--- src/hdl/gsl_pkg.sv ---
// Package for the six-pad port and the network status lamp: map, fields, modes, timing
// Assumes one 25 MHz clock and AXI4-Lite with 32-bit data on the register side
package gsl_pkg;
  localparam int NUM_PADS = 6;
  localparam int ADDR_W   = 6;
  localparam int DATA_W   = 32;
  localparam int CNT_W    = 27;
  localparam int CLK_HZ   = 25_000_000;

  // Register byte offsets, one aligned word each
  localparam logic [ADDR_W-1:0] PAD_CFG_BASE  = 6'h00;
  localparam logic [ADDR_W-1:0] PAD_IN_OFF    = 6'h18;
  localparam logic [ADDR_W-1:0] LAMP_MODE_OFF = 6'h1C;
  localparam int                NUM_WORDS     = 8;

  // Pad configuration fields and reset value
  localparam int         CFG_DIR_BIT  = 0;
  localparam int         CFG_ALT_BIT  = 1;
  localparam int         CFG_PULL_BIT = 2;
  localparam int         CFG_OUT_BIT  = 3;
  localparam int         CFG_W        = 4;
  localparam logic [3:0] CFG_RST      = 4'h0;

  typedef struct packed {
    logic out_val;
    logic pull_up;
    logic alt;
    logic dir;
  } gsl_pad_cfg_t;

  typedef enum logic [1:0] {
    LAMP_OFF     = 2'h0,
    LAMP_OFFLINE = 2'h1,
    LAMP_ONLINE  = 2'h2,
    LAMP_SENDING = 2'h3
  } gsl_lamp_mode_t;

  typedef enum logic [1:0] {
    WR_IDLE = 2'b01,
    WR_RESP = 2'b10
  } gsl_wr_state_t;

  localparam logic [1:0] RESP_OKAY   = 2'h0;
  localparam logic [1:0] RESP_SLVERR = 2'h2;

  // Blink rates in millihertz, duty in percent
  localparam longint OFFLINE_FREQ_MHZ = 1000;
  localparam longint ONLINE_FREQ_MHZ  = 300;
  localparam longint SENDING_FREQ_MHZ = 10000;
  localparam longint OFFLINE_DUTY_PCT = 50;
  localparam longint ONLINE_DUTY_PCT  = 10;
  localparam longint SENDING_DUTY_PCT = 50;

  // Periods round down, on-times follow the rounded period
  localparam longint OFFLINE_PERIOD_CYC = longint'(CLK_HZ) * 1000 / OFFLINE_FREQ_MHZ;
  localparam longint ONLINE_PERIOD_CYC  = longint'(CLK_HZ) * 1000 / ONLINE_FREQ_MHZ;
  localparam longint SENDING_PERIOD_CYC = longint'(CLK_HZ) * 1000 / SENDING_FREQ_MHZ;
  localparam longint OFFLINE_ON_CYC     = OFFLINE_PERIOD_CYC * OFFLINE_DUTY_PCT / 100;
  localparam longint ONLINE_ON_CYC      = ONLINE_PERIOD_CYC * ONLINE_DUTY_PCT / 100;
  localparam longint SENDING_ON_CYC     = SENDING_PERIOD_CYC * SENDING_DUTY_PCT / 100;
endpackage : gsl_pkg

--- src/hdl/gsl_pad_cell.sv ---
// One pad: picks the general-purpose or alternate driver and registers the pad output and enable; pulls pass straight through
// Assumes the configuration comes from registers in the top module
module gsl_pad_cell (
  input  wire logic          clk_i,
  input  wire logic          sys_rst_i,
  input  gsl_pkg::gsl_pad_cfg_t cfg_i,
  input  wire logic          alt_oe_i,
  input  wire logic          alt_out_i,
  output logic               pad_o,
  output logic               pad_oe_o,
  output logic               pull_up_o,
  output logic               pull_down_o
);
  logic out_reg;
  logic out_next;
  logic oe_reg;
  logic oe_next;

  // Alternate function owns the pad; otherwise push-pull from the config
  always_comb begin
    if (cfg_i.alt) begin
      oe_next  = alt_oe_i;
      out_next = alt_out_i;
    end else begin
      oe_next  = cfg_i.dir;
      out_next = cfg_i.out_val;
    end
  end

  // Driver off in reset so the pad comes up as an input
  always_ff @(posedge clk_i) begin
    if (sys_rst_i) begin
      oe_reg  <= 1'b0;
      out_reg <= 1'b0;
    end else begin
      oe_reg  <= oe_next;
      out_reg <= out_next;
    end
  end

  // Pull always selects one side; never both, never floating
  assign pull_up_o   = cfg_i.pull_up;
  assign pull_down_o = ~cfg_i.pull_up;
  assign pad_o       = out_reg;
  assign pad_oe_o    = oe_reg;
endmodule : gsl_pad_cell

--- src/hdl/gsl_lamp_blink.sv ---
// Blink generator: free counter over one period, lamp on for the first on-count cycles
// Assumes period and on-count are steady while enabled; restart realigns the phase
module gsl_lamp_blink (
  input  wire logic                      clk_i,
  input  wire logic                      sys_rst_i,
  input  wire logic                      restart_i,
  input  wire logic                      enable_i,
  input  wire logic [gsl_pkg::CNT_W-1:0] period_i,
  input  wire logic [gsl_pkg::CNT_W-1:0] on_i,
  output logic                           lamp_on_o
);
  logic [gsl_pkg::CNT_W-1:0] cnt_reg;
  logic [gsl_pkg::CNT_W-1:0] cnt_next;
  logic                      lamp_reg;
  logic                      lamp_next;
  logic                      wrap;

  assign wrap = (cnt_reg >= period_i - gsl_pkg::CNT_W'(1));

  // Counter restarts on mode change so a new pattern starts lit
  always_comb begin
    if (restart_i || !enable_i) begin
      cnt_next = '0;
    end else if (wrap) begin
      cnt_next = '0;
    end else begin
      cnt_next = cnt_reg + gsl_pkg::CNT_W'(1);
    end
    lamp_next = enable_i && !restart_i && (cnt_reg < on_i);
  end

  always_ff @(posedge clk_i) begin
    if (sys_rst_i) begin
      cnt_reg  <= '0;
      lamp_reg <= 1'b0;
    end else begin
      cnt_reg  <= cnt_next;
      lamp_reg <= lamp_next;
    end
  end

  assign lamp_on_o = lamp_reg;
endmodule : gsl_lamp_blink

--- src/hdl/gsl_top.sv ---
// Six-pad configurable port and network status lamp behind an AXI4-Lite slave
// Assumes pad inputs synchronous to clk_i and alternate function logic on the same clock
module gsl_top #(
  parameter int OFFLINE_PERIOD_CYC = int'(gsl_pkg::OFFLINE_PERIOD_CYC),
  parameter int OFFLINE_ON_CYC     = int'(gsl_pkg::OFFLINE_ON_CYC),
  parameter int ONLINE_PERIOD_CYC  = int'(gsl_pkg::ONLINE_PERIOD_CYC),
  parameter int ONLINE_ON_CYC      = int'(gsl_pkg::ONLINE_ON_CYC),
  parameter int SENDING_PERIOD_CYC = int'(gsl_pkg::SENDING_PERIOD_CYC),
  parameter int SENDING_ON_CYC     = int'(gsl_pkg::SENDING_ON_CYC)
) (
  input  wire logic                          clk_i,
  input  wire logic                          sys_rst_i,
  input  wire logic [gsl_pkg::ADDR_W-1:0]    s_axi_awaddr_i,
  input  wire logic                          s_axi_awvalid_i,
  output logic                               s_axi_awready_o,
  input  wire logic [gsl_pkg::DATA_W-1:0]    s_axi_wdata_i,
  input  wire logic [3:0]                    s_axi_wstrb_i,
  input  wire logic                          s_axi_wvalid_i,
  output logic                               s_axi_wready_o,
  output logic [1:0]                         s_axi_bresp_o,
  output logic                               s_axi_bvalid_o,
  input  wire logic                          s_axi_bready_i,
  input  wire logic [gsl_pkg::ADDR_W-1:0]    s_axi_araddr_i,
  input  wire logic                          s_axi_arvalid_i,
  output logic                               s_axi_arready_o,
  output logic [gsl_pkg::DATA_W-1:0]         s_axi_rdata_o,
  output logic [1:0]                         s_axi_rresp_o,
  output logic                               s_axi_rvalid_o,
  input  wire logic                          s_axi_rready_i,
  input  wire logic [gsl_pkg::NUM_PADS-1:0]  pad_i,
  output logic [gsl_pkg::NUM_PADS-1:0]       pad_o,
  output logic [gsl_pkg::NUM_PADS-1:0]       pad_oe_o,
  output logic [gsl_pkg::NUM_PADS-1:0]       pad_pull_up_o,
  output logic [gsl_pkg::NUM_PADS-1:0]       pad_pull_down_o,
  input  wire logic [gsl_pkg::NUM_PADS-1:0]  alt_oe_i,
  input  wire logic [gsl_pkg::NUM_PADS-1:0]  alt_out_i,
  output logic [gsl_pkg::NUM_PADS-1:0]       alt_in_o,
  output logic                               network_status_lamp_pin_o
);
  localparam int N   = gsl_pkg::NUM_PADS;
  localparam int CW  = gsl_pkg::CNT_W;

  gsl_pkg::gsl_wr_state_t    wr_state_reg;
  gsl_pkg::gsl_wr_state_t    wr_state_next;
  logic                      aw_got_reg;
  logic                      aw_got_next;
  logic                      w_got_reg;
  logic                      w_got_next;
  logic [gsl_pkg::ADDR_W-1:0] aw_addr_reg;
  logic [gsl_pkg::ADDR_W-1:0] aw_addr_next;
  logic [gsl_pkg::DATA_W-1:0] w_data_reg;
  logic [gsl_pkg::DATA_W-1:0] w_data_next;
  logic [3:0]                w_strb_reg;
  logic [3:0]                w_strb_next;
  logic [1:0]                bresp_reg;
  logic [1:0]                bresp_next;
  logic                      aw_fire;
  logic                      w_fire;
  logic                      do_write;
  logic [gsl_pkg::ADDR_W-1:0] wr_addr;
  logic [gsl_pkg::DATA_W-1:0] wr_data;
  logic [3:0]                wr_strb;
  logic [3:0]                wr_idx;
  logic                      rvalid_reg;
  logic                      rvalid_next;
  logic [gsl_pkg::DATA_W-1:0] rdata_reg;
  logic [gsl_pkg::DATA_W-1:0] rdata_next;
  logic [1:0]                rresp_reg;
  logic [1:0]                rresp_next;
  logic                      ar_fire;
  logic [3:0]                rd_idx;
  gsl_pkg::gsl_pad_cfg_t     cfg_reg  [N];
  gsl_pkg::gsl_pad_cfg_t     cfg_next [N];
  gsl_pkg::gsl_lamp_mode_t   lamp_mode_reg;
  gsl_pkg::gsl_lamp_mode_t   lamp_mode_next;
  logic [CW-1:0]             period_sel;
  logic [CW-1:0]             on_sel;
  logic                      lamp_on;
  logic                      pin_reg;
  logic                      pin_next;
  logic [N-1:0]              alt_in_reg;
  logic [N-1:0]              alt_in_next;

  // Write channel: address and data taken in either order, response after both
  assign s_axi_awready_o = (wr_state_reg == gsl_pkg::WR_IDLE) && !aw_got_reg;
  assign s_axi_wready_o  = (wr_state_reg == gsl_pkg::WR_IDLE) && !w_got_reg;
  assign aw_fire  = s_axi_awvalid_i && s_axi_awready_o;
  assign w_fire   = s_axi_wvalid_i && s_axi_wready_o;
  assign do_write = (wr_state_reg == gsl_pkg::WR_IDLE) && (aw_got_reg || aw_fire) && (w_got_reg || w_fire);
  assign wr_addr  = aw_got_reg ? aw_addr_reg : s_axi_awaddr_i;
  assign wr_data  = w_got_reg ? w_data_reg : s_axi_wdata_i;
  assign wr_strb  = w_got_reg ? w_strb_reg : s_axi_wstrb_i;
  assign wr_idx   = wr_addr[5:2];
  assign s_axi_bvalid_o = (wr_state_reg == gsl_pkg::WR_RESP);
  assign s_axi_bresp_o  = bresp_reg;

  always_comb begin
    wr_state_next = wr_state_reg;
    aw_got_next   = aw_got_reg || aw_fire;
    w_got_next    = w_got_reg || w_fire;
    aw_addr_next  = aw_fire ? s_axi_awaddr_i : aw_addr_reg;
    w_data_next   = w_fire ? s_axi_wdata_i : w_data_reg;
    w_strb_next   = w_fire ? s_axi_wstrb_i : w_strb_reg;
    bresp_next    = bresp_reg;
    unique case (wr_state_reg)
      gsl_pkg::WR_IDLE: begin
        if (do_write) begin
          wr_state_next = gsl_pkg::WR_RESP;
          aw_got_next   = 1'b0;
          w_got_next    = 1'b0;
          bresp_next    = (32'(wr_idx) < gsl_pkg::NUM_WORDS) ? gsl_pkg::RESP_OKAY : gsl_pkg::RESP_SLVERR;
        end
      end
      gsl_pkg::WR_RESP: begin
        if (s_axi_bready_i) begin
          wr_state_next = gsl_pkg::WR_IDLE;
        end
      end
      default: begin
        wr_state_next = gsl_pkg::WR_IDLE;
      end
    endcase
  end

  always_ff @(posedge clk_i) begin
    if (sys_rst_i) begin
      wr_state_reg <= gsl_pkg::WR_IDLE;
      aw_got_reg   <= 1'b0;
      w_got_reg    <= 1'b0;
      aw_addr_reg  <= '0;
      w_data_reg   <= '0;
      w_strb_reg   <= '0;
      bresp_reg    <= gsl_pkg::RESP_OKAY;
    end else begin
      wr_state_reg <= wr_state_next;
      aw_got_reg   <= aw_got_next;
      w_got_reg    <= w_got_next;
      aw_addr_reg  <= aw_addr_next;
      w_data_reg   <= w_data_next;
      w_strb_reg   <= w_strb_next;
      bresp_reg    <= bresp_next;
    end
  end

  // Per-pad words so one write never touches another pad's settings
  always_comb begin
    gsl_pkg::gsl_pad_cfg_t nw;
    nw = '0;
    lamp_mode_next = lamp_mode_reg;
    for (int i = 0; i < N; i++) begin
      cfg_next[i] = cfg_reg[i];
      if (do_write && wr_strb[0] && (wr_idx == gsl_pkg::PAD_CFG_BASE[5:2] + 4'(i))) begin
        nw = gsl_pkg::gsl_pad_cfg_t'(wr_data[gsl_pkg::CFG_W-1:0]);
        if (!nw.dir) begin
          nw.out_val = cfg_reg[i].out_val;
        end
        cfg_next[i] = nw;
      end
    end
    if (do_write && wr_strb[0] && (wr_idx == gsl_pkg::LAMP_MODE_OFF[5:2])) begin
      lamp_mode_next = gsl_pkg::gsl_lamp_mode_t'(wr_data[1:0]);
    end
  end

  always_ff @(posedge clk_i) begin
    if (sys_rst_i) begin
      for (int i = 0; i < N; i++) begin
        cfg_reg[i] <= gsl_pkg::CFG_RST;
      end
      lamp_mode_reg <= gsl_pkg::LAMP_OFF;
    end else begin
      for (int i = 0; i < N; i++) begin
        cfg_reg[i] <= cfg_next[i];
      end
      lamp_mode_reg <= lamp_mode_next;
    end
  end

  // Read channel: pad levels captured at the edge the address is taken
  assign ar_fire = s_axi_arvalid_i && s_axi_arready_o;
  assign rd_idx  = s_axi_araddr_i[5:2];
  assign s_axi_arready_o = !rvalid_reg;
  assign s_axi_rvalid_o  = rvalid_reg;
  assign s_axi_rdata_o   = rdata_reg;
  assign s_axi_rresp_o   = rresp_reg;

  always_comb begin
    rvalid_next = rvalid_reg && !s_axi_rready_i;
    rdata_next  = rdata_reg;
    rresp_next  = rresp_reg;
    if (ar_fire) begin
      rvalid_next = 1'b1;
      rresp_next  = gsl_pkg::RESP_OKAY;
      rdata_next  = '0;
      if (32'(rd_idx) < N) begin
        rdata_next = 32'(cfg_reg[3'(rd_idx)]);
      end else if (rd_idx == gsl_pkg::PAD_IN_OFF[5:2]) begin
        rdata_next = 32'(pad_i);
      end else if (rd_idx == gsl_pkg::LAMP_MODE_OFF[5:2]) begin
        rdata_next = 32'(lamp_mode_reg);
      end else begin
        rresp_next = gsl_pkg::RESP_SLVERR;
      end
    end
  end

  always_ff @(posedge clk_i) begin
    if (sys_rst_i) begin
      rvalid_reg <= 1'b0;
      rdata_reg  <= '0;
      rresp_reg  <= gsl_pkg::RESP_OKAY;
    end else begin
      rvalid_reg <= rvalid_next;
      rdata_reg  <= rdata_next;
      rresp_reg  <= rresp_next;
    end
  end

  // Pad cells, one per pad
  for (genvar g = 0; g < N; g++) begin : g_pad
    gsl_pad_cell u_pad (
      .clk_i       (clk_i),
      .sys_rst_i   (sys_rst_i),
      .cfg_i       (cfg_reg[g]),
      .alt_oe_i    (alt_oe_i[g]),
      .alt_out_i   (alt_out_i[g]),
      .pad_o       (pad_o[g]),
      .pad_oe_o    (pad_oe_o[g]),
      .pull_up_o   (pad_pull_up_o[g]),
      .pull_down_o (pad_pull_down_o[g])
    );
  end

  // Lamp pattern select; counts are parameters so a bench can shrink them
  always_comb begin
    unique case (lamp_mode_reg)
      gsl_pkg::LAMP_OFFLINE: begin
        period_sel = CW'(OFFLINE_PERIOD_CYC);
        on_sel     = CW'(OFFLINE_ON_CYC);
      end
      gsl_pkg::LAMP_ONLINE: begin
        period_sel = CW'(ONLINE_PERIOD_CYC);
        on_sel     = CW'(ONLINE_ON_CYC);
      end
      gsl_pkg::LAMP_SENDING: begin
        period_sel = CW'(SENDING_PERIOD_CYC);
        on_sel     = CW'(SENDING_ON_CYC);
      end
      gsl_pkg::LAMP_OFF: begin
        period_sel = '0;
        on_sel     = '0;
      end
    endcase
  end

  gsl_lamp_blink u_blink (
    .clk_i     (clk_i),
    .sys_rst_i (sys_rst_i),
    .restart_i (lamp_mode_next != lamp_mode_reg),
    .enable_i  (lamp_mode_reg != gsl_pkg::LAMP_OFF),
    .period_i  (period_sel),
    .on_i      (on_sel),
    .lamp_on_o (lamp_on)
  );

  // External transistor inverts, so the pin idles high with the lamp dark
  always_comb begin
    pin_next    = ~lamp_on;
    alt_in_next = pad_i;
  end

  always_ff @(posedge clk_i) begin
    if (sys_rst_i) begin
      pin_reg    <= 1'b1;
      alt_in_reg <= '0;
    end else begin
      pin_reg    <= pin_next;
      alt_in_reg <= alt_in_next;
    end
  end

  assign network_status_lamp_pin_o = pin_reg;
  assign alt_in_o                  = alt_in_reg;
endmodule : gsl_top

--- config.mk ---
export PLATFORM = sky130hd
export DESIGN_NAME = gsl_top
export DESIGN_NICKNAME = d
export VERILOG_FILES = /design/src/hdl/gsl_pkg.sv /design/src/hdl/gsl_pad_cell.sv /design/src/hdl/gsl_lamp_blink.sv /design/src/hdl/gsl_top.sv
export SDC_FILE = /design/constraint.sdc
export NUM_CORES = 1
export LEC_CHECK = 0
export ABC_AREA = 1
export BUFFER_PORTS_ARGS = -buffer_cell sky130_fd_sc_hd__buf_2
export CORE_UTILIZATION = 55
export CTS_BUF_LIST = sky130_fd_sc_hd__clkbuf_8
export DETAILED_ROUTE_END_ITERATION = 10
export PLACE_DENSITY_LB_ADDON = 0.3
export SYNTH_ARGS = -nofsm -noshare
export SYNTH_HDL_FRONTEND = slang
export SYNTH_SLANG_ARGS = --single-unit
--- constraint.sdc ---
create_clock -name clk_i -period 3.1 [get_ports clk_i]
set_clock_uncertainty 0.05 [all_clocks]
set_input_delay 0.31 -clock clk_i [delete_from_list [all_inputs] [get_ports clk_i]]
set_output_delay 0.31 -clock clk_i [all_outputs]
set_load 0.01 [all_outputs]
Yosys cells after proc, flatten, opt, wreduce, memory -nomap -nowiden
Memories as Yosys holds them, arrays and structs flattened.
Cells that the tools add are included.
{"block": "op_classes", "bitwise_logic": 13, "n_eq_ne": 16, "n_reduce_logical": 33, "addsub": 2, "mux": 54, "magnitude_cmp": 4}
{"cell": "case mux 27 bit (4 select lines)", "count": 2}
{"cell": "two-way mux 4 bit", "count": 13}
{"cell": "adder 27 x 1 -> 27 bit (second input constant)", "count": 1}
{"cell": "greater-or-equal comparator 27 bit", "count": 1}
{"cell": "less-than comparator 27 bit", "count": 1}
{"cell": "two-way mux 1 bit", "count": 27}
{"cell": "subtractor 27 x 1 -> 27 bit (second input constant)", "count": 1}
{"cell": "== test 4 x 3 -> 1 bit (second input constant)", "count": 5}
{"cell": "logical AND 1 bit", "count": 18}
{"cell": "two-way mux 6 bit", "count": 3}
{"cell": "two-way mux 2 bit", "count": 8}
{"cell": "== test 4 x 2 -> 1 bit (second input constant)", "count": 2}
{"cell": "NOT 1 bit", "count": 7}
{"cell": "== test 2 bit (second input constant)", "count": 3}
{"cell": "zero test 1 bit", "count": 6}
{"cell": "bitwise OR 1 bit", "count": 6}
{"cell": "== test 2 x 1 -> 1 bit (second input constant)", "count": 2}
{"cell": "== test 4 x 1 -> 1 bit (second input constant)", "count": 1}
{"cell": "zero test 4 bit", "count": 1}
{"cell": "less-than comparator 4 x 3 -> 1 bit (second input constant)", "count": 1}
{"cell": "less-than comparator 4 bit (second input constant)", "count": 1}
{"cell": "case mux 2 bit (2 select lines)", "count": 1}
{"cell": "AND reduction 2 bit", "count": 2}
{"cell": "logical OR 1 bit", "count": 3}
{"cell": "6 further kinds", "count": 6}
{"block": "totals", "reg_bits": 101, "mem_count": 1, "output_inout_bits": 72, "mem_bits_rw": 24, "inputBits": 73, "wordCells": 150}
{"memory": "cfg_reg", "depth": 6, "word_bits": 4, "read_ports": 7, "rd_ports_with_merged_regs": 0, "wr": 6, "line": "gsl_top.sv:72", "text": "gsl_pkg::gsl_pad_cfg_t cfg_reg [N];"}

Depth between registers and ports, before layout
Gate-level depths: netlist of run 1.
{"block": "logic_depth", "ltp_word": 13, "depth_mapped": 17, "depth_no_buf": 15}

Hierarchy
Synthesis of run 1 repeated with hierarchy kept, for this count alone.
{"block": "hier_totals", "cells_unflattened": 1026, "area_unflattened_um2": 6760.2}
{"module": "gsl_lamp_blink", "area_each_um2": 3372.0, "seq_area_each_um2": 560.5, "n_inst": 1, "cells_per_inst": 525}
{"module": "gsl_top", "area_each_um2": 2832.7, "seq_area_each_um2": 1101.1, "n_inst": 1, "cells_per_inst": 411}
{"module": "gsl_pad_cell", "area_each_um2": 92.6, "seq_area_each_um2": 40.0, "n_inst": 6, "cells_per_inst": 15}

Least setup slack after synthesis of run 1
OpenSTA, ideal clock, no wires.
{"block": "synth_timing", "path_kind": "register -> register", "from": "register lamp_mode_reg[0]", "to": "register u_blink.cnt_reg[20] in the netlist's numbering", "arrival_time_ns": 2.525, "setup_ns": 0.121, "required_time_ns": 2.929, "n_path_buf": 2, "period_less_slack_ns": 2.696, "stages_incl_launch_ff": 17, "path_slack_ns": 0.404, "path_cell_list": "dfxtp_1 -> inv_1 -> ha_1 -> clkbuf_1 -> xnor2_1 -> ha_1 -> inv_1 -> nor2_1 -> nand2_1 -> nor3_1 -> nor2b_1 -> nand2_1 -> nand2_1 -> nor2_2 -> nand2_8 -> buf_12 -> nor2_4"}
{"block": "synth_via", "elab_chain_cells": 5, "elab_cells_between_ends": 13, "classes_between": "add/sub (1); order compare (1); eq/ne (4); mux (2); reduce/logical (5)"}
{"element": "start: declaration", "line": "gsl_top.sv:74", "text": "gsl_pkg::gsl_lamp_mode_t lamp_mode_reg;"}
{"element": "start signal: assignment", "line": "gsl_top.sv:170", "text": "lamp_mode_reg <= gsl_pkg::LAMP_OFF;"}
{"element": "start signal: assignment", "line": "gsl_top.sv:175", "text": "lamp_mode_reg <= lamp_mode_next;"}
{"element": "== test 2 bit (tied with other cells)", "line": "gsl_top.sv:236", "text": "unique case (lamp_mode_reg)"}
{"element": "case mux 27 bit (4 select lines)", "line": "gsl_top.sv:236"}
{"element": "subtractor 27 x 1 -> 27 bit", "line": "gsl_lamp_blink.sv:18", "text": "assign wrap = (cnt_reg >= period_i - gsl_pkg::CNT_W'(1));"}
{"element": "greater-or-equal comparator 27 bit", "line": "gsl_lamp_blink.sv:18"}
{"element": "OR reduction 3 bit (no source line) *"}
{"element": "end signal: assignment", "line": "gsl_lamp_blink.sv:37", "text": "cnt_reg <= cnt_next;"}
{"element": "end: declaration", "line": "gsl_lamp_blink.sv:12", "text": "logic [gsl_pkg::CNT_W-1:0] cnt_reg;"}
Every way passes the cells marked *; elsewhere a longest branch is shown, timed or not. The select of a mux whose other input is x is not followed.
A chain may end at the register's enable or synchronous reset.

Final worst setup path of run 1
{"block": "layout_timing", "from": "register lamp_mode_reg[1]", "to": "register u_blink.cnt_reg[0] in the netlist's numbering"}
Same word-level chain as after synthesis.

==> results of run 1 <==
==> cell usage after synthesis (all sizes together) (4+ instances only) <==
master  instances
dfxtp          95
a21oi          72
inv           106
nor3           16
nand3          40
buf            55
nand4          10
ha             49
nand2         138
xnor2          13
nor2          105
o21ai          65
xor2           16
a211oi          4
clkbuf         11
==> final timing paths <==
| path | end |
|---|---|
| setup / recovery | u_blink.cnt_reg[0]$_SDFF_PP0_ |
| hold / removal | g_pad[1].u_pad.pad_oe_o$_SDFF_PP0_ |
| setup reg to reg | u_blink.cnt_reg[0]$_SDFF_PP0_ |
| hold reg to reg | network_status_lamp_pin_o$_SDFF_PP1_ |
==> per-stage QoR <==
step / setup WS, ns / util [%]
finish: 0.257 / 61.4
global route: 0.0208 / 61.4
CTS: 0.187 / 61.4
detailed placement: 0.209 / 59.6
global placement: 0.297 / 59.6
floorplan: 0.404 / -
==> area by class of cell <==
cell class                 count  area, um^2  area share [%]
clock buffer                  10         138            2.13
timing repair buffer          84         428            6.63
multi-input combinational    576        3370            52.3
inverter                     106         398            6.17
sequential                    95        1900            29.5
tap                          136         170            2.64
clock inverter                 6        45.0           0.698
==> layer usage <==
| metal | share of wire (%) | wire length (um) | vias up | track usage [%] |
|---|---|---|---|---|
| met2 | 44 | 5500 | 147 | 35.6 |
| met5 | 0 | 0 | - | 0 |
| met4 | 1.7 | 212 | 0 | 7.63 |
| met1 | 50 | 6220 | 2263 | 31.2 |
| li1 | - | - | 2673 | - |
| met3 | 4.8 | 601 | 17 | 3.95 |
==> power breakdown <==
| group | internal (W) | total, W | leakage (nW) | switching [W] |
|---|---|---|---|---|
| clock network | 0.000318 | 0.000774 | 0.0956 | 0.000456 |
| logic | 0.000116 | 0.000360 | 2.04 | 0.000244 |
| registers | 0.00126 | 0.00129 | 0.771 | 0.0000226 |
==> logic make-up after synthesis <==
group / Yosys count / share of synthesized area [%]
simple gates: 318 / 26.3
fa+ha+maj: 49 / 10.1
xor+xnor: 29 / 4.20
compound gates: 152 / 13.4
other cells: 1 / 0.0620
flops: 95 / 31.5
buf+inv: 172 / 14.5
==> worst register-to-register path, cell delays in order, from the launching register on <==
cell,delay [ns]
dfxtp_1,0.44
inv_1,0.18
ha_1,0.31
xnor2_1,0.19
ha_1,0.31
inv_1,0.04
nor2_1,0.15
nand2_1,0.09
nor3_1,0.21
nor2b_1,0.16
nand2_1,0.06
nand2_1,0.07
nor2_2,0.06
nand2_8,0.31
nor2_1,0.10
==> what timing repair did <==
item | CTS | global route
setup endpoints to repair | 0 | 7
gates resized for setup | 0 | 1
hold endpoints to repair | 0 | 0
==> impl_metrics.py, run 1 <==
metrics = {
    "run": {
        "drv_cap": 0,
    },
    "floorplanning": {
        "die_h_um": 107,
        "pin_count": 145,
        "start_util_pct": 57.5,
        "placementRows": 37,
        "coreArea_um2": 10500,
        "die-area_um2": 11400,
        "die_w_um": 107,
    },
    "cells_and_area": {
        "instances_no_fill": 1013,
        "final_layout_size_suffix_gt1_share_pct": 16.8,
        "largest_reg_flops": 27,
        "nets": 994,
        "stdcell_area_um2": 6450,
        "antenna_cells": 0,
        "area_growth_pct": 6.75,
        "final_cell_mix": "nand2_1 (129), inv_1 (104), dfxtp_1 (95), buf_2 (81), nor2_1 (78)",
        "n_fill_cell": 1004,
        "layout_commonest_cell": "nand2_1",
    },
    "cts": {
        "post_cts_buffers": 0,
        "htree_levels": 3,
        "clockRootBuffer": "clkbuf_8",
        "postCtsHoldBufs": 0,
        "cts_tree": "built",
        "clkTransAtPathRegs_ns": 0.10,
        "clockBufferDepth": 2,
        "cts.sinks": 95,
        "numCtsBuffers": 9,
        "clk_latency_ns": 0.37,
    },
    "hold_path": {
        "hold_depth": 3,
        "hp-start": "alt_oe_i[1]",
        "hp-class": "in2reg",
    },
    "drt": {
        "drt_iter0_drc": 351,
        "vias_per_cell": 5.03,
        "drc": 0,
        "vias": 5100,
        "drt-pass1-iter-count": 4,
        "wl_um": 12500,
        "routedWlPerCell_um": 12.4,
        "drtAntennaViolNets": 0,
    },
    "placement": {
        "io_buffers": 81,
        "placed_cells": 997,
        "dp_hpwl_um": 9720,
        "place_area_um2": 6270,
        "gp_congestion": 0.880,
    },
    "yosys": {
        "synth-edff-count": 0,
        "synth_top_area_share_pct": 31.5,
        "synth-seq-cells": 95,
        "synth_area_leaders": "dfxtp_1 (31%), ha_1 (10%), nand2_1 (8.0%)",
        "yosysTopAreaCell": "dfxtp_1",
        "ys.warnings.count": 0,
        "synth_ff_type": "dfxtp_1",
        "synth_cell_types": 42,
        "syn_area_per_cell_um2": 7.41,
        "synthArstFlopShare_pct": 0,
        "ys_seq_area_share_pct": 31.5,
        "synth_area_um2": 6040,
        "syn_inst": 816,
    },
    "grt": {
        "antenna_found_initial": 0,
        "grt_max_degree": 46,
        "grt_pass1_wl_um": 20600,
        "grt-ovfl-total": 0,
        "track_usage_pct": 22.6,
        "grt_pass1_vias": 4449,
    },
    "timing": {
        "max_freq_mhz": 352,
        "finalSetupTns_ns": 0,
        "slew_headroom_pct": 27.0,
        "finalHoldViolCount": 0,
        "rsz0062_at_grt": "no",
        "drv_slew": 0,
        "timing.final.crit_share_pct": 91.7,
        "setup_viol": 0,
        "finalCriticalPeriod_ns": 2.84,
        "worst_pin_slew_ns": 1.09,
        "hold_slack_ns": 0.101,
    },
    "critical_path": {
        "cp_top_family": "simple AND/OR/NAND/NOR gates",
        "cp.depth": 14,
        "r2r_slack_ns": 0.26,
        "r2r.worst_path.cells": 14,
        "critical_path.startpoint_type": "flip-flop",
        "cp_data_arrival_time_ns": 3.04,
        "cp_num_buf_inv": 2,
        "crit_fanout": 27,
        "cp_slowest_cell": "dfxtp_1",
        "crit_top_cell": "nand2_1",
        "crit_path_end_kind": "flip-flop",
        "critPathLaunch": "lamp_mode_reg[1]$_SDFF_PP0_",
        "path_class": "reg2reg",
        "path_cells": "inv_1 -> ha_1 -> xnor2_1 -> ha_1 -> inv_1 -> nor2_1 -> nand2_1 -> nor3_1 -> nor2b_1 -> nand2_1 -> nand2_1 -> nor2_2 -> nand2_8 -> nor2_1",
        "timing.rr.start": "lamp_mode_reg[1]$_SDFF_PP0_",
        "crit_path_max_incr_delay_ns": 0.44,
        "worst_ep_required_time_ns": 3.30,
    },
    "status": {
        "outcome": "finished, final reports clean",
    },
    "power_and_ir_drop": {
        "fin_total_pwr_w": 0.00242,
        "cellPowerDensity_nw_per_um2": 375,
        "total_leakage_power_nw": 2.91,
        "peakVddDrop_mv": 0.204,
    },
}
Note: power is estimated with default switching activity, not from simulation.
==> inputs of run 2 (changes only) <==
==> constraint.sdc (replaced) <==
create_clock -name clk_i -period 3.1 [get_ports clk_i]
set_clock_uncertainty 0.05 [all_clocks]
set_input_delay 0.62 -clock clk_i [delete_from_list [all_inputs] [get_ports clk_i]]
set_output_delay 0.62 -clock clk_i [all_outputs]
set_load 0.01 [all_outputs]
==> impl_metrics.py, run 2 (same netlist as run 1, synthesis figures left out) <==
metrics = {
    "drt": {
        "routedWlPerCell_um": 12.4,
        "vias_per_cell": 5.02,
        "drc": 0,
        "drt_iter0_drc": 267,
        "drt-pass1-iter-count": 5,
        "wl_um": 12600,
        "vias": 5098,
        "drtAntennaViolNets": 0,
    },
    "hold_path": {
        "hp-class": "reg2reg",
    },
    "placement": {
        "gp_congestion": 0.878,
        "placed_cells": 1000,
        "io_buffers": 81,
        "dp_hpwl_um": 9850,
    },
    "critical_path": {
        "cp_data_arrival_time_ns": 2.97,
        "critical_path.startpoint_type": "flip-flop",
        "crit_fanout": 27,
        "worst_ep_required_time_ns": 3.30,
        "crit_path_end_kind": "flip-flop",
        "path_class": "reg2reg",
    },
    "cts": {
        "post_cts_buffers": 0,
        "clk_latency_ns": 0.37,
        "cts_tree": "built",
        "numCtsBuffers": 9,
        "clockRootBuffer": "clkbuf_8",
        "htree_levels": 3,
        "cts.sinks": 95,
        "clockBufferDepth": 2,
        "clkTransAtPathRegs_ns": 0.09,
        "postCtsHoldBufs": 0,
    },
    "timing": {
        "finalCriticalPeriod_ns": 2.77,
        "slew_headroom_pct": 51.1,
        "drv_slew": 0,
        "max_freq_mhz": 361,
        "rsz0062_at_grt": "no",
        "timing.final.crit_share_pct": 89.5,
        "finalSetupTns_ns": 0,
        "worst_pin_slew_ns": 0.727,
        "setup_viol": 0,
        "finalHoldViolCount": 0,
    },
    "cells_and_area": {
        "largest_reg_flops": 27,
        "final_layout_size_suffix_gt1_share_pct": 17.2,
        "area_growth_pct": 7.33,
        "instances_no_fill": 1015,
        "layout_commonest_cell": "nand2_1",
        "nets": 997,
        "n_fill_cell": 991,
        "final_cell_mix": "nand2_1 (129), inv_1 (103), dfxtp_1 (94), buf_2 (81), nor2_1 (78)",
        "post-route-util_pct": 61.7,
        "antenna_cells": 0,
    },
    "floorplanning": {
        "coreArea_um2": 10500,
        "start_util_pct": 57.5,
        "placementRows": 37,
        "die-area_um2": 11400,
        "pin_count": 145,
        "die_w_um": 107,
        "die_h_um": 107,
    },
    "grt": {
        "grt-ovfl-total": 0,
        "antenna_found_initial": 0,
        "track_usage_pct": 23.3,
        "grt_max_degree": 28,
        "grt_pass1_wl_um": 21200,
        "grt_pass1_vias": 4475,
    },
    "status": {
        "outcome": "finished, final reports clean",
    },
    "run": {
        "drv_cap": 0,
    },
    "power_and_ir_drop": {
        "cellPowerDensity_nw_per_um2": 382,
        "total_leakage_power_nw": 2.92,
        "peakVddDrop_mv": 0.297,
    },
}
[run 2: cell count changes in the layout (fill, tap and decap cells not counted), sizes merged]
cell / before / now
buf: 84 / 87
bufinv: 0 / 1
clkinvlp: 1 / 2
clkbuf: 10 / 9
clkinv: 3 / 1
[run 2: repair_timing]
| item | CTS | global route |
|---|---|---|
| setup endpoints to repair | 0 | 27 |
| gates resized for setup | 0 | 2 |
| endpoints found under the hold margin | 0 | 0 |
[run 2: cell type report]
cell class	instances	area [um^2]	area share, %
Multi-Input combinational cell	576	3370	52.0
Sequential cell	95	1900	29.3
Timing Repair Buffer	87	450	6.94
Inverter	106	398	6.13
Tap cell	136	170	2.62
Clock buffer	9	124	1.91
Clock inverter	6	70.1	1.08
[run 2: worst paths after layout]
check,slack (ns),startpoint,end,cells after the start
min reg2reg,0.33,u_blink.lamp_on_o$_SDFF_PP0_,network_status_lamp_pin_o$_SDFF_PP1_,1
min,0.33,u_blink.lamp_on_o$_SDFF_PP0_,network_status_lamp_pin_o$_SDFF_PP1_,1
max reg2reg,0.33,lamp_mode_reg[1]$_SDFF_PP0_,u_blink.cnt_reg[2]$_SDFF_PP0_,14
max,0.33,lamp_mode_reg[1]$_SDFF_PP0_,u_blink.cnt_reg[2]$_SDFF_PP0_,14
[run 2: metal layers]
| metal | wire, um | GRT usage [%] | up-vias |
|---|---|---|---|
| met4 | 143 | 6.26 | 0 |
| li1 | - | - | 2681 |
| met1 | 6290 | 32.5 | 2270 |
| met3 | 695 | 5.29 | 10 |
| met2 | 5470 | 36.1 | 137 |
| met5 | 0 | 0 | - |
[run 2: where the power goes]
part / internal [W] / switching [W] / leakage (nW)
registers: 0.00126 / 0.0000228 / 0.772
logic: 0.000119 / 0.000247 / 2.05
clock network: 0.000375 / 0.000451 / 0.0936
[run 2: critical path: stages, from the launching register on]
cell     delay [ns]
dfxtp_2        0.36
inv_1          0.18
ha_2           0.35
xnor2_1        0.16
ha_1           0.32
inv_1          0.04
nor2_1         0.15
nand2_1        0.09
nor3_1         0.19
nor2b_1        0.16
nand2_1        0.06
nand2_1        0.07
nor2_2         0.06
nand2_8        0.29
nor2_1         0.09
[run 2: metrics by stage]
stage | total power, W | instance area, um^2 | hold slack (ns) | setup WS, ns
floorplan | 0.00160 | 6150 | 0.302 | 0.404
global placement | 0.00167 | 6290 | 0.303 | 0.289
detailed placement | 0.00168 | 6290 | 0.312 | 0.194
CTS | 0.00250 | 6480 | 0.329 | 0.156
global route | 0.00261 | 6490 | 0.350 | 0.0234
finish | 0.00248 | 6490 | 0.332 | 0.327
